`src/inc/ocf_pkg.sv`:
```
// Purpose: shared constants and types of the oscillator control block
// Assumes: 32-bit AXI4-Lite register port, 40 MHz system clock
// Notes: register indices are word numbers; byte address is four times the index
`default_nettype none
package ocf_pkg;
	// ------------------------------------------------------------
	// register map (word indices)
	// ------------------------------------------------------------
	localparam int ADDR_W = 16;
	localparam logic [13:0] CTL_IDX = 14'hF86;
	localparam logic [13:0] STS_IDX = 14'hF87;
	localparam logic [13:0] MSK_IDX = 14'hF88;
	localparam logic [13:0] CST_IDX = 14'hF89;

	// ------------------------------------------------------------
	// control register layout and reset value
	// ------------------------------------------------------------
	localparam int CTL_IOSC_EN = 7;
	localparam int CTL_WOSC_EN = 5;
	localparam int CTL_PDET_EN = 4;
	localparam int CTL_WDET_EN = 3;
	localparam logic [7:0] CTL_RST = 8'hA0;
	localparam logic [7:0] UNLOCK_1 = 8'hE7;
	localparam logic [7:0] UNLOCK_2 = 8'h18;

	// clock source select codes
	localparam logic [2:0] SEL_IOSC = 3'h0;
	localparam logic [2:0] SEL_WDT = 3'h3;

	// event status bits
	localparam int EV_PRIM = 0;
	localparam int EV_WDT = 1;

	// ------------------------------------------------------------
	// timing
	// ------------------------------------------------------------
	localparam int CLK_NS = 25;
	localparam int PRIM_FAIL_NS = 1000000;
	localparam int PRIM_FAIL_CYC = PRIM_FAIL_NS / CLK_NS;
	localparam int WDT_FAIL_CYC = 8004;
	localparam int CNT_W = 17;

	// bus responses
	localparam logic [1:0] RESP_OKAY = 2'h0;
	localparam logic [1:0] RESP_SLVERR = 2'h2;

	// unlock tracker states
	typedef enum logic [1:0] {LK_IDLE, LK_GOT1, LK_OPEN} ocf_lk_t;

	// register selected by an address
	typedef enum logic [2:0] {RG_NONE, RG_CTL, RG_STS, RG_MSK, RG_CST} ocf_rg_t;
endpackage
`default_nettype wire

```
`src/ocf_sync.sv`:
```
// Purpose: two-flop synchroniser for pin inputs
// Assumes: inputs are asynchronous levels
// Notes: the first stage feeds only the second
`timescale 1ns/1ps
`default_nettype none
module ocf_sync #(
	parameter int WIDTH = 2
) (
	input wire logic aclk,
	input wire logic aresetn,
	input wire logic [WIDTH-1:0] d,
	output logic [WIDTH-1:0] q
);
	typedef struct packed {
		logic [WIDTH-1:0] s1;
		logic [WIDTH-1:0] s2;
	} ocf_sync_st_t;

	ocf_sync_st_t s_r;
	ocf_sync_st_t s_nxt;

	// shift through two stages
	always_comb begin
		s_nxt.s1 = d;
		s_nxt.s2 = s_r.s1;
	end

	always_ff @(posedge aclk) begin
		if (!aresetn) begin
			s_r <= '0;
		end else begin
			s_r <= s_nxt;
		end
	end

	assign q = s_r.s2;
endmodule
`default_nettype wire

```
`src/ocf_edge_timer.sv`:
```
// Purpose: watches a synchronised clock for edges, flags silence
// Assumes: lvl is already synchronised to aclk
// Notes: one pulse per silent spell; re-arms on an edge or on run low
`timescale 1ns/1ps
`default_nettype none
module ocf_edge_timer #(
	parameter int LIMIT = 8004
) (
	input wire logic aclk,
	input wire logic aresetn,
	input wire logic lvl,
	input wire logic run,
	output logic fail
);
	import ocf_pkg::*;

	typedef struct packed {
		logic prev;
		logic [CNT_W-1:0] cnt;
		logic fired;
		logic fail;
	} ocf_et_st_t;

	ocf_et_st_t s_r;
	ocf_et_st_t s_nxt;

	// count cycles since the last edge, pulse once at the limit
	always_comb begin
		s_nxt = s_r;
		s_nxt.prev = lvl;
		s_nxt.fail = 1'b0;
		if (!run || (lvl != s_r.prev)) begin
			s_nxt.cnt = '0;
			s_nxt.fired = 1'b0;
		end else if (!s_r.fired) begin
			if (s_r.cnt == CNT_W'(LIMIT - 1)) begin
				s_nxt.fail = 1'b1;
				s_nxt.fired = 1'b1;
			end else begin
				s_nxt.cnt = s_r.cnt + 1'b1;
			end
		end
	end

	always_ff @(posedge aclk) begin
		if (!aresetn) begin
			s_r <= '0;
		end else begin
			s_r <= s_nxt;
		end
	end

	assign fail = s_r.fail;
endmodule
`default_nettype wire

```
`src/ocf_top.sv`:
```
// Purpose: oscillator control with unlock, failure detect and recovery
// Assumes: AXI4-Lite master, one write and one read outstanding at most
// Notes: oscillator pins are asynchronous and synchronised before use
//
// Contract
// - control updates need E7H then 18H written first, applying only the next write
// - control writes outside a proper unlock pair change nothing
// - other register traffic between unlock writes does not break the sequence
// - after the update write the register locks again
// - layout: precision osc enable, reserved, watchdog enable, two detects, select
// - reset gives both oscillator enables set, rest zero; no self-disable of precision osc
// - primary failure when system clock falls below about 1 kHz, detection enabled
// - either failure raises a non-maskable event to the CPU
// - primary failure switches to watchdog osc when it is enabled
// - no switch if watchdog osc is selected or disabled
// - watchdog failure alerts only; primary detection ends afterwards
// - watchdog failure after 8004 system cycles without a watchdog edge
// - with the selected source disabled and primary detection off the block stops until reset
//
// The AXI4-Lite register port is this design's own decision.
`timescale 1ns/1ps
`default_nettype none
module ocf_top #(
	parameter int PRIM_LIMIT = ocf_pkg::PRIM_FAIL_CYC,
	parameter int WDT_LIMIT = ocf_pkg::WDT_FAIL_CYC
) (
	input wire logic aclk,
	input wire logic aresetn,
	input wire logic [ocf_pkg::ADDR_W-1:0] s_axi_awaddr,
	input wire logic s_axi_awvalid,
	output logic s_axi_awready,
	input wire logic [31:0] s_axi_wdata,
	input wire logic [3:0] s_axi_wstrb,
	input wire logic s_axi_wvalid,
	output logic s_axi_wready,
	output logic [1:0] s_axi_bresp,
	output logic s_axi_bvalid,
	input wire logic s_axi_bready,
	input wire logic [ocf_pkg::ADDR_W-1:0] s_axi_araddr,
	input wire logic s_axi_arvalid,
	output logic s_axi_arready,
	output logic [31:0] s_axi_rdata,
	output logic [1:0] s_axi_rresp,
	output logic s_axi_rvalid,
	input wire logic s_axi_rready,
	input wire logic prim_osc_clk,
	input wire logic wdt_osc_clk,
	output logic [2:0] sys_clk_sel,
	output logic internal_osc_enable,
	output logic wdt_osc_en,
	output logic clk_fail_nmi,
	output logic irq,
	output logic sys_halt
);
	import ocf_pkg::*;

	// ------------------------------------------------------------
	// state
	// ------------------------------------------------------------
	typedef struct packed {
		logic [7:0] ctl;
		ocf_lk_t lk;
		logic [1:0] sts;
		logic [1:0] msk;
		logic wdt_dead;
		logic halted;
		logic nmi;
		logic irq;
		logic aw_h;
		logic [ADDR_W-1:0] awa;
		logic w_h;
		logic [7:0] wd;
		logic wstb;
		logic awrdy;
		logic wrdy;
		logic bvld;
		logic [1:0] bresp;
		logic arrdy;
		logic rvld;
		logic [31:0] rdata;
		logic [1:0] rresp;
	} ocf_st_t;

	ocf_st_t s_r;
	ocf_st_t s_nxt;

	logic [1:0] osc_sync;
	logic prim_fail;
	logic wdt_fail;
	logic prim_run;
	logic wdt_run;
	logic wr_go;
	ocf_rg_t wr_rg;
	logic ctl_apply;

	// map a byte address onto a register
	function automatic ocf_rg_t dec(input logic [ADDR_W-1:0] a);
		ocf_rg_t r;
		r = RG_NONE;
		if (a[15:2] == CTL_IDX) r = RG_CTL;
		else if (a[15:2] == STS_IDX) r = RG_STS;
		else if (a[15:2] == MSK_IDX) r = RG_MSK;
		else if (a[15:2] == CST_IDX) r = RG_CST;
		return r;
	endfunction

	// ------------------------------------------------------------
	// oscillator monitors
	// ------------------------------------------------------------

	// pins are free-running oscillators, so two flops before use
	ocf_sync #(.WIDTH(2)) u_sync (
		.aclk(aclk),
		.aresetn(aresetn),
		.d({wdt_osc_clk, prim_osc_clk}),
		.q(osc_sync)
	);

	// primary detect dies for good once the watchdog osc has failed
	assign prim_run = s_r.ctl[CTL_PDET_EN] & ~s_r.wdt_dead & ~s_r.halted;
	// watchdog detect cannot work on its own clock or with it off
	assign wdt_run = s_r.ctl[CTL_WDET_EN] & s_r.ctl[CTL_WOSC_EN]
		& (s_r.ctl[2:0] != SEL_WDT) & ~s_r.wdt_dead;

	// silence window of about one millisecond
	ocf_edge_timer #(.LIMIT(PRIM_LIMIT)) u_prim (
		.aclk(aclk),
		.aresetn(aresetn),
		.lvl(osc_sync[0]),
		.run(prim_run),
		.fail(prim_fail)
	);

	// watchdog osc silence counted in system cycles
	ocf_edge_timer #(.LIMIT(WDT_LIMIT)) u_wdt (
		.aclk(aclk),
		.aresetn(aresetn),
		.lvl(osc_sync[1]),
		.run(wdt_run),
		.fail(wdt_fail)
	);

	// ------------------------------------------------------------
	// next state
	// ------------------------------------------------------------
	assign wr_go = s_r.aw_h & s_r.w_h & ~s_r.bvld;
	assign wr_rg = dec(s_r.awa);
	assign ctl_apply = wr_go & (wr_rg == RG_CTL) & s_r.wstb & (s_r.lk == LK_OPEN);

	always_comb begin
		s_nxt = s_r;
		s_nxt.nmi = 1'b0;

		// write address and data are taken in either order
		if (s_axi_awvalid && s_r.awrdy) begin
			s_nxt.aw_h = 1'b1;
			s_nxt.awa = s_axi_awaddr;
		end
		if (s_axi_wvalid && s_r.wrdy) begin
			s_nxt.w_h = 1'b1;
			s_nxt.wd = s_axi_wdata[7:0];
			s_nxt.wstb = s_axi_wstrb[0];
		end
		if (s_r.bvld && s_axi_bready) begin
			s_nxt.bvld = 1'b0;
		end

		// register write once both halves are here
		if (wr_go) begin
			s_nxt.aw_h = 1'b0;
			s_nxt.w_h = 1'b0;
			s_nxt.bvld = 1'b1;
			s_nxt.bresp = (wr_rg == RG_NONE) ? RESP_SLVERR : RESP_OKAY;
			if (s_r.wstb) begin
				case (wr_rg)
					RG_CTL: begin
						// other registers never touch the tracker
						case (s_r.lk)
							LK_IDLE: begin
								if (s_r.wd == UNLOCK_1) s_nxt.lk = LK_GOT1;
							end
							LK_GOT1: begin
								if (s_r.wd == UNLOCK_2) s_nxt.lk = LK_OPEN;
								else if (s_r.wd != UNLOCK_1) s_nxt.lk = LK_IDLE;
							end
							LK_OPEN: begin
								s_nxt.ctl = s_r.wd;
								s_nxt.lk = LK_IDLE;
							end
							default: begin
								s_nxt.lk = LK_IDLE;
							end
						endcase
					end
					// write one clears; a new event below still wins
					RG_STS: s_nxt.sts = s_r.sts & ~s_r.wd[1:0];
					RG_MSK: s_nxt.msk = s_r.wd[1:0];
					default: begin
					end
				endcase
			end
		end

		// primary failure: alert, and fall back when the watchdog osc can carry us
		if (prim_fail) begin
			s_nxt.sts[EV_PRIM] = 1'b1;
			s_nxt.nmi = 1'b1;
			if (s_r.ctl[CTL_WOSC_EN] && s_r.ctl[2:0] != SEL_WDT) begin
				s_nxt.ctl[2:0] = SEL_WDT;
			end
		end

		// watchdog failure: alert only, select left alone
		if (wdt_fail) begin
			s_nxt.sts[EV_WDT] = 1'b1;
			s_nxt.nmi = 1'b1;
			s_nxt.wdt_dead = 1'b1;
		end

		// selected source disabled and primary detection off: only reset recovers
		if (!s_nxt.ctl[CTL_PDET_EN]
			&& ((s_nxt.ctl[2:0] == SEL_IOSC && !s_nxt.ctl[CTL_IOSC_EN])
			|| (s_nxt.ctl[2:0] == SEL_WDT && !s_nxt.ctl[CTL_WOSC_EN]))) begin
			s_nxt.halted = 1'b1;
		end

		// read channel, answered one cycle after the address
		if (s_r.rvld && s_axi_rready) begin
			s_nxt.rvld = 1'b0;
		end
		if (s_axi_arvalid && s_r.arrdy) begin
			s_nxt.rvld = 1'b1;
			s_nxt.rresp = RESP_OKAY;
			case (dec(s_axi_araddr))
				RG_CTL: s_nxt.rdata = {24'h000000, s_r.ctl};
				RG_STS: s_nxt.rdata = {30'h00000000, s_r.sts};
				RG_MSK: s_nxt.rdata = {30'h00000000, s_r.msk};
				RG_CST: s_nxt.rdata = {24'h000000, s_r.halted, s_r.wdt_dead,
					s_r.lk, 1'b0, s_r.ctl[2:0]};
				default: begin
					s_nxt.rdata = 32'h00000000;
					s_nxt.rresp = RESP_SLVERR;
				end
			endcase
		end

		// ready flags registered so every output comes from a flop
		s_nxt.awrdy = ~s_nxt.aw_h & ~s_nxt.bvld;
		s_nxt.wrdy = ~s_nxt.w_h & ~s_nxt.bvld;
		s_nxt.arrdy = ~s_nxt.rvld;
		s_nxt.irq = |(s_nxt.sts & s_nxt.msk);
	end

	// ------------------------------------------------------------
	// registers
	// ------------------------------------------------------------

	// reset relocks and restores default enables
	always_ff @(posedge aclk) begin
		if (!aresetn) begin
			s_r <= '0;
			s_r.ctl <= CTL_RST;
			s_r.lk <= LK_IDLE;
			s_r.awrdy <= 1'b1;
			s_r.wrdy <= 1'b1;
			s_r.arrdy <= 1'b1;
		end else begin
			s_r <= s_nxt;
		end
	end

	// outputs straight from flops
	assign s_axi_awready = s_r.awrdy;
	assign s_axi_wready = s_r.wrdy;
	assign s_axi_bvalid = s_r.bvld;
	assign s_axi_bresp = s_r.bresp;
	assign s_axi_arready = s_r.arrdy;
	assign s_axi_rvalid = s_r.rvld;
	assign s_axi_rdata = s_r.rdata;
	assign s_axi_rresp = s_r.rresp;
	assign sys_clk_sel = s_r.ctl[2:0];
	assign internal_osc_enable = s_r.ctl[CTL_IOSC_EN];
	assign wdt_osc_en = s_r.ctl[CTL_WOSC_EN];
	assign clk_fail_nmi = s_r.nmi;
	assign irq = s_r.irq;
	assign sys_halt = s_r.halted;
endmodule
`default_nettype wire

```
`config.mk`:
```
export PLATFORM = sky130hd
export DESIGN_NAME = ocf_top
export DESIGN_NICKNAME = d
export VERILOG_FILES = /design/src/inc/ocf_pkg.sv /design/src/ocf_sync.sv /design/src/ocf_edge_timer.sv /design/src/ocf_top.sv
export SDC_FILE = /design/constraint.sdc
export NUM_CORES = 1
export LEC_CHECK = 0
export BUFFER_PORTS_ARGS = -buffer_cell sky130_fd_sc_hd__buf_2
export CAP_MARGIN = 20
export CELL_PAD_IN_SITES_DETAIL_PLACEMENT = 2
export CELL_PAD_IN_SITES_GLOBAL_PLACEMENT = 2
export CORE_UTILIZATION = 32
export DETAILED_ROUTE_END_ITERATION = 10
export PLACE_DENSITY_LB_ADDON = 0.12
export SETUP_SLACK_MARGIN = 0.05
export SLEW_MARGIN = 40
export SYNTH_ARGS = -nofsm -noshare
export SYNTH_HDL_FRONTEND = slang
export SYNTH_SLANG_ARGS = --single-unit
export TNS_END_PERCENT = 100
```
`constraint.sdc`:
```
create_clock -name aclk -period 3.9 [get_ports aclk]
set_input_delay 0.39 -clock aclk [delete_from_list [all_inputs] [get_ports aclk]]
set_output_delay 0.39 -clock aclk [all_outputs]
set_load 0.05 [all_outputs]
```
# Yosys cells after proc, flatten, opt, wreduce, memory -nomap -nowiden
# Cells that the tools add are included.
[totals]
register_bits = 130
inputBits = 77
output_inout_bits = 49
wordCells = 156
[classes]
n_addsub = 2
eq_ne = 28
mux = 40
bitwise_logic = 24
n_reduce_logical = 30
[op_table]
columns = ["cell", "count"]
rows = [
  ["$eq 14x12->1 const B", 8],
  ["$mux 3", 12],
  ["$mux 35", 1],
  ["$add 17x1->17 const B", 2],
  ["$pmux 8 s4", 1],
  ["$mux 14", 2],
  ["$mux 2", 11],
  ["$mux 10", 2],
  ["$eq 17x13->1 const B", 1],
  ["$eq 17x16->1 const B", 1],
  ["$mux 17", 1],
  ["$eq 3x2->1 const B", 5],
  ["$not 1->1", 12],
  ["$and 1x1->1", 9],
  ["$logic_and 1x1->1", 9],
  ["$eq 8x5->1 const B", 1],
  ["$eq 8x8->1 const B", 1],
  ["$mux 1", 8],
  ["$mux 8", 1],
  ["$ne 8x8->1 const B", 1],
  ["$eq 3x1->1 const B", 2],
  ["$logic_not 3->1", 2],
  ["$reduce_or 2->1", 3],
  ["$reduce_or 3->1", 2],
  ["other kinds (17)", 26],
]

# Logic depth before layout (Yosys ltp)
[depth]
ltp_word = 15
mapped_depth = 6
mapped_depth_nobuf = 6

# By module
# From an unflattened synthesis, not the netlist that was laid out.
[hier_totals]
cells_unflattened = 551
area_unflattened_um2 = 4749.6
[by_module_without_submodules]
columns = ["mod", "instances", "cells_per_inst", "area_per_inst_um2", "seq_area_each_um2"]
rows = [
  ["ocf_top", 1, 329, 2782.7, 1161.1],
  ["ocf_edge_timer (u_prim)", 1, 109, 930.9, 400.4],
  ["ocf_edge_timer (u_wdt)", 1, 105, 930.9, 400.4],
  ["ocf_sync", 1, 8, 105.1, 80.1],
]

# Worst setup path after synthesis
# OpenSTA, ideal clock, no wires.
[synth_path]
path_kind = "flip-flop to flip-flop"
start = "reg s_r (netlist bit s_axi_bvalid)"
end = "reg s_r (netlist bit irq)"
setup_ns = 0.092
arrival_ns = 1.859
t_required_ns = 3.808
setup_slack_ns = 1.949
stages_incl_launch_ff = 6
n_path_buf = 0
period_less_slack_ns = 1.951
cell_sequence = "dfxtp_1 > nand4b_1 > or3_4 > or3_1 > mux2i_1 > o32ai_1"
[synth_via]
elab_chain_cells = 6
elab_cells_between_ends = 7
classes_between = "3 x mux; 3 x bitwise; 1 x reduce/logical"
[synth_rtl]
columns = ["element", "line", "source"]
rows = [
  ["from (decl)", "ocf_top.sv:84", "ocf_st_t s_r;"],
  ["from (signal assigned)", "ocf_top.sv:268", "s_r <= s_nxt;"],
  ["$not 1->1 *", "ocf_top.sv:146", "assign wr_go = s_r.aw_h & s_r.w_h & ~s_r.bvld;"],
  ["$and 1x1->1 *", "ocf_top.sv:146", ""],
  ["$mux 14 *", "ocf_top.sv:169", "if (wr_go) begin"],
  ["$mux 1, on equally long branches", "ocf_top.sv:205, ocf_top.sv:214", ""],
  ["$and 2x2->2 *", "ocf_top.sv:251", "s_nxt.irq = |(s_nxt.sts & s_nxt.msk);"],
  ["$reduce_or 2->1 *", "ocf_top.sv:251", ""],
]
# Mark *: on every way between the ends. The rest lies on a longest branch, timed or not.
# A chain may end at the register's enable or synchronous reset.

# Final worst setup path
[layout_path]
start = "reg s_r[57] (netlist bit)"
end = "reg s_r (netlist bit sys_halt)"
[layout_via]
elab_chain_cells = 15
elab_cells_between_ends = 23
classes_between = "6 x eq/ne; 9 x mux; 8 x reduce/logical"
[layout_rtl]
columns = ["element", "line", "source"]
rows = [
  ["$eq 14x12->1", "ocf_top.sv:103", "else if (a[15:2] == CST_IDX) r = RG_CST;"],
  ["$mux 3", "ocf_top.sv:103", ""],
  ["$mux 3", "ocf_top.sv:102", "else if (a[15:2] == MSK_IDX) r = RG_MSK;"],
  ["$mux 3", "ocf_top.sv:101", "else if (a[15:2] == STS_IDX) r = RG_STS;"],
  ["$mux 3 *", "ocf_top.sv:100", "if (a[15:2] == CTL_IDX) r = RG_CTL;"],
  ["$eq 3x1->1 *", "ocf_top.sv:175", "case (wr_rg)"],
  ["$mux 10 *", "ocf_top.sv:175", ""],
  ["$mux 14 *", "ocf_top.sv:174", "if (s_r.wstb) begin"],
  ["$mux 14 *", "ocf_top.sv:169", ""],
  ["$mux 3", "ocf_top.sv:208", "if (s_r.ctl[CTL_WOSC_EN] && s_r.ctl[2:0] != SEL_WDT) begin"],
  ["$mux 3", "ocf_top.sv:205", "if (prim_fail) begin"],
  ["$eq 3x2->1 or $logic_not 3->1 (tied branches)", "ocf_top.sv:223, ocf_top.sv:222", ""],
  ["$logic_and 1x1->1, on equally long branches", "ocf_top.sv:223, ocf_top.sv:222", ""],
  ["$logic_or 1x1->1", "ocf_top.sv:223", "|| (s_nxt.ctl[2:0] == SEL_WDT && !s_nxt.ctl[CTL_WOSC_EN]))) begin"],
  ["$logic_and 1x1->1 *", "ocf_top.sv:222", "&& ((s_nxt.ctl[2:0] == SEL_IOSC && !s_nxt.ctl[CTL_IOSC_EN])"],
]
# Marked as above.

==> flow_metrics.tcl <==
set metrics [dict create \
    drt_iter0_markers 100 \
    synth_ff_type "dfxtp_1" \
    grtUsageTotal 0.171 \
    ys_ff_latch 102 \
    place_ws_ns 1.62 \
    cts_max_level 3 \
    timing.final.crit_period_ns 2.17 \
    io_pins 126 \
    cts_resized 0 \
    dieArea_sq_mm 0.0147 \
    power_mw 2.29 \
    yosys_warnings 0 \
    seq_area_sq_mm 0.00204 \
    power.leakage_nw 2.04 \
    finalClockSkew_ns 0.00692 \
    dr.max_layer_used "met4" \
    core_sq_mm 0.0139 \
    final_cell_mix "102 x dfxtp_1, 77 x nand2_1, 68 x nor2_1, 68 x buf_2, 39 x a21oi_1" \
    synth_cells 539 \
    cts-root-buf "clkbuf_16" \
    syn_area_per_cell_sq_um 8.43 \
    drtAntennaViolNets 0 \
    arrival_ns 2.44 \
    initial_core_util 0.327 \
    drv_cap 0 \
    worst_slew_margin_rel 0.482 \
    cp.required_ns 4.17 \
    synth-async-reset-ratio 0 \
    num-fill-cells 1615 \
    crit_path_start_kind "flop" \
    seq_area_frac_synth 0.449 \
    stdcell_count 772 \
    syn2layout_area_growth_pct 14.4 \
    dp_hpwl_mm 8.42 \
    clock_latency_ns 0.35 \
    dr.pass1.iters 4 \
    cts_setup_buffers 0 \
    diodes 0 \
    setup_tns_ns 0 \
    end_kind "flop" \
    clock-sinks 102 \
    cts_tree "yes" \
    grt_max_degree 50 \
    rsz0062_at_grt "false" \
    dieHeight_um 121 \
    finalWirelength_mm 11.6 \
    outcome "completed" \
    grt_pass1_vias 3999 \
    max_slew.worst_pin.slew_ns 0.775 \
    die_w_um 121 \
    gp_congestion 0.755 \
    synth_cell_types 49 \
    drive_gt1_frac 0.159 \
    whs_ns 0.243 \
    met3_length_um 552 \
    power.density_mw_per_mm2 441 \
    via_per_inst 4.94 \
    utilization 0.375 \
    cts_hold_buf 0 \
    nNetsFinal 666 \
    grt-ovfl-total 0 \
    synth-edff-count 0 \
    wl_met1_mm 5.34 \
    port_buffers 68 \
    drc 0 \
    critPathKind "flop to flop" \
    crit_path_max_fanout 11 \
    fmax_mhz 461 \
    route.met2.wl_mm 5.61 \
    via_count 3811 \
    dp_cells 755 \
    p_int_mw 1.72 \
    p_switching_mw 0.574 \
    hold_violations 0 \
    multi_input_area_sq_mm 0.00220 \
    antenna_found_initial 0 \
    rows 43 \
    peakVddDrop_v 0.000248 \
    path_clk_slew_ns 0.07 \
    finalMaxSlewViolations 0 \
    numCtsBuffers 9 \
    switching_share 0.250 \
    synthesis.area_sq_mm 0.00455 \
    setup_viol 0 \
    cts_max_path_buffers 2 \
    clockPowerShare 0.439 \
    design_area_sq_mm 0.00520 \
    hold_class "primary input to flop" \
    wire_per_inst_um 15.1 \
    mostFrequentLayoutCell "dfxtp_1" \
    place_area_sq_mm 0.00486 \
    grt_pass1_wl_mm 19.8 \
    seqPwrFrac 0.477 \
    combPwrFrac 0.084 \
    worst_slack_ns 1.73 \
    final.period_utilization 0.556 \
]
## synthesized netlist by cell type (2+ instances only)
cell / number / area, sq um
a211oi_1: 6 / 45.0
a21oi_1: 39 / 195
a22oi_1: 4 / 30.0
a31oi_1: 3 / 18.8
and2_0: 2 / 12.5
and2_1: 10 / 62.6
and3_1: 11 / 68.8
and3b_1: 2 / 17.5
and4_1: 3 / 26.3
buf_4: 39 / 293
clkbuf_1: 19 / 71.3
dfxtp_1: 102 / 2040
ha_1: 2 / 25.0
inv_1: 10 / 37.5
mux2i_1: 12 / 120
nand2_1: 77 / 289
nand2b_1: 2 / 12.5
nand3_1: 17 / 85.1
nand3b_1: 3 / 22.5
nand4_1: 8 / 50.1
nand4b_1: 5 / 43.8
nor2_1: 68 / 255
nor3_1: 8 / 40.0
nor3b_1: 4 / 30.0
nor4_1: 5 / 31.3
nor4b_1: 6 / 52.6
o21ai_0: 14 / 70.1
or3_1: 3 / 18.8
or4_1: 3 / 22.5
xnor2_1: 22 / 193
xor2_1: 12 / 105
## kinds of logic after synthesis
group | after synthesis | share of synthesized area
multiplexers | 13 | 0.0289
flip-flops | 102 | 0.449
buffers and inverters | 69 | 0.0895
other | 1 | 0.000825
adder cells (fa/ha/maj) | 2 | 0.00550
AO/OA/AOI/OAI | 74 | 0.0941
XOR/XNOR | 34 | 0.0655
AND/OR/NAND/NOR | 244 | 0.266
## power by group through the flow
stage | clock [mW] | sequential (mW) | combinational [mW]
6_report | 1.01 | 1.09 | 0.193
5_1_grt | 1.09 | 1.10 | 0.211
4_1_cts | 1.05 | 1.09 | 0.195
3_5_place_dp | 0 | 1.12 | 0.194
3_3_place_gp | 0 | 1.12 | 0.191
2_1_floorplan | 0 | 1.13 | 0.152
## state kept, by name, indices dropped and copies added (netlist names), 2 cells and up
name          flops
u_sync.s_nxt      2
s_axi_rdata       8
u_wdt.s_r        19
s_r              35
sys_clk_sel       3
u_prim.s_r       19
u_sync.q          2
## cell type report
class                   count  share of cell area
flip-flops and latches    102               0.393
multi-input cells         393               0.422
inverters                  10             0.00722
repair buffers             71              0.0705
clock inverters             4              0.0149
clock buffers              12              0.0493
well taps                 180              0.0433
## worst paths after layout
kind                   start         endpoint  slack (ns)  depth (start not counted)
max                  s_r[57]         sys_halt        1.73                          6
min             prim_osc_clk  u_sync.s_nxt[0]        0.24                          2
max reg2reg          s_r[57]         sys_halt        1.73                          6
min reg2reg  u_sync.s_nxt[0]      u_sync.q[0]        0.44                          1
## critical path, stage by stage (launching register included)
cell and delay (ns):
dfxtp_1 0.33, or4b_4 0.57, nor3_2 0.23, nand4_1 0.13
buf_4 0.24, or3b_1 0.36, a211oi_1 0.23
## per-layer routing
layer | track usage | up-vias
li1 | - | 1868
met1 | 0.210 | 1861
met2 | 0.293 | 73
met3 | 0.0451 | 9
met4 | 0.0471 | 0
met5 | 0 | -
(Power assumes the default switching activity.)
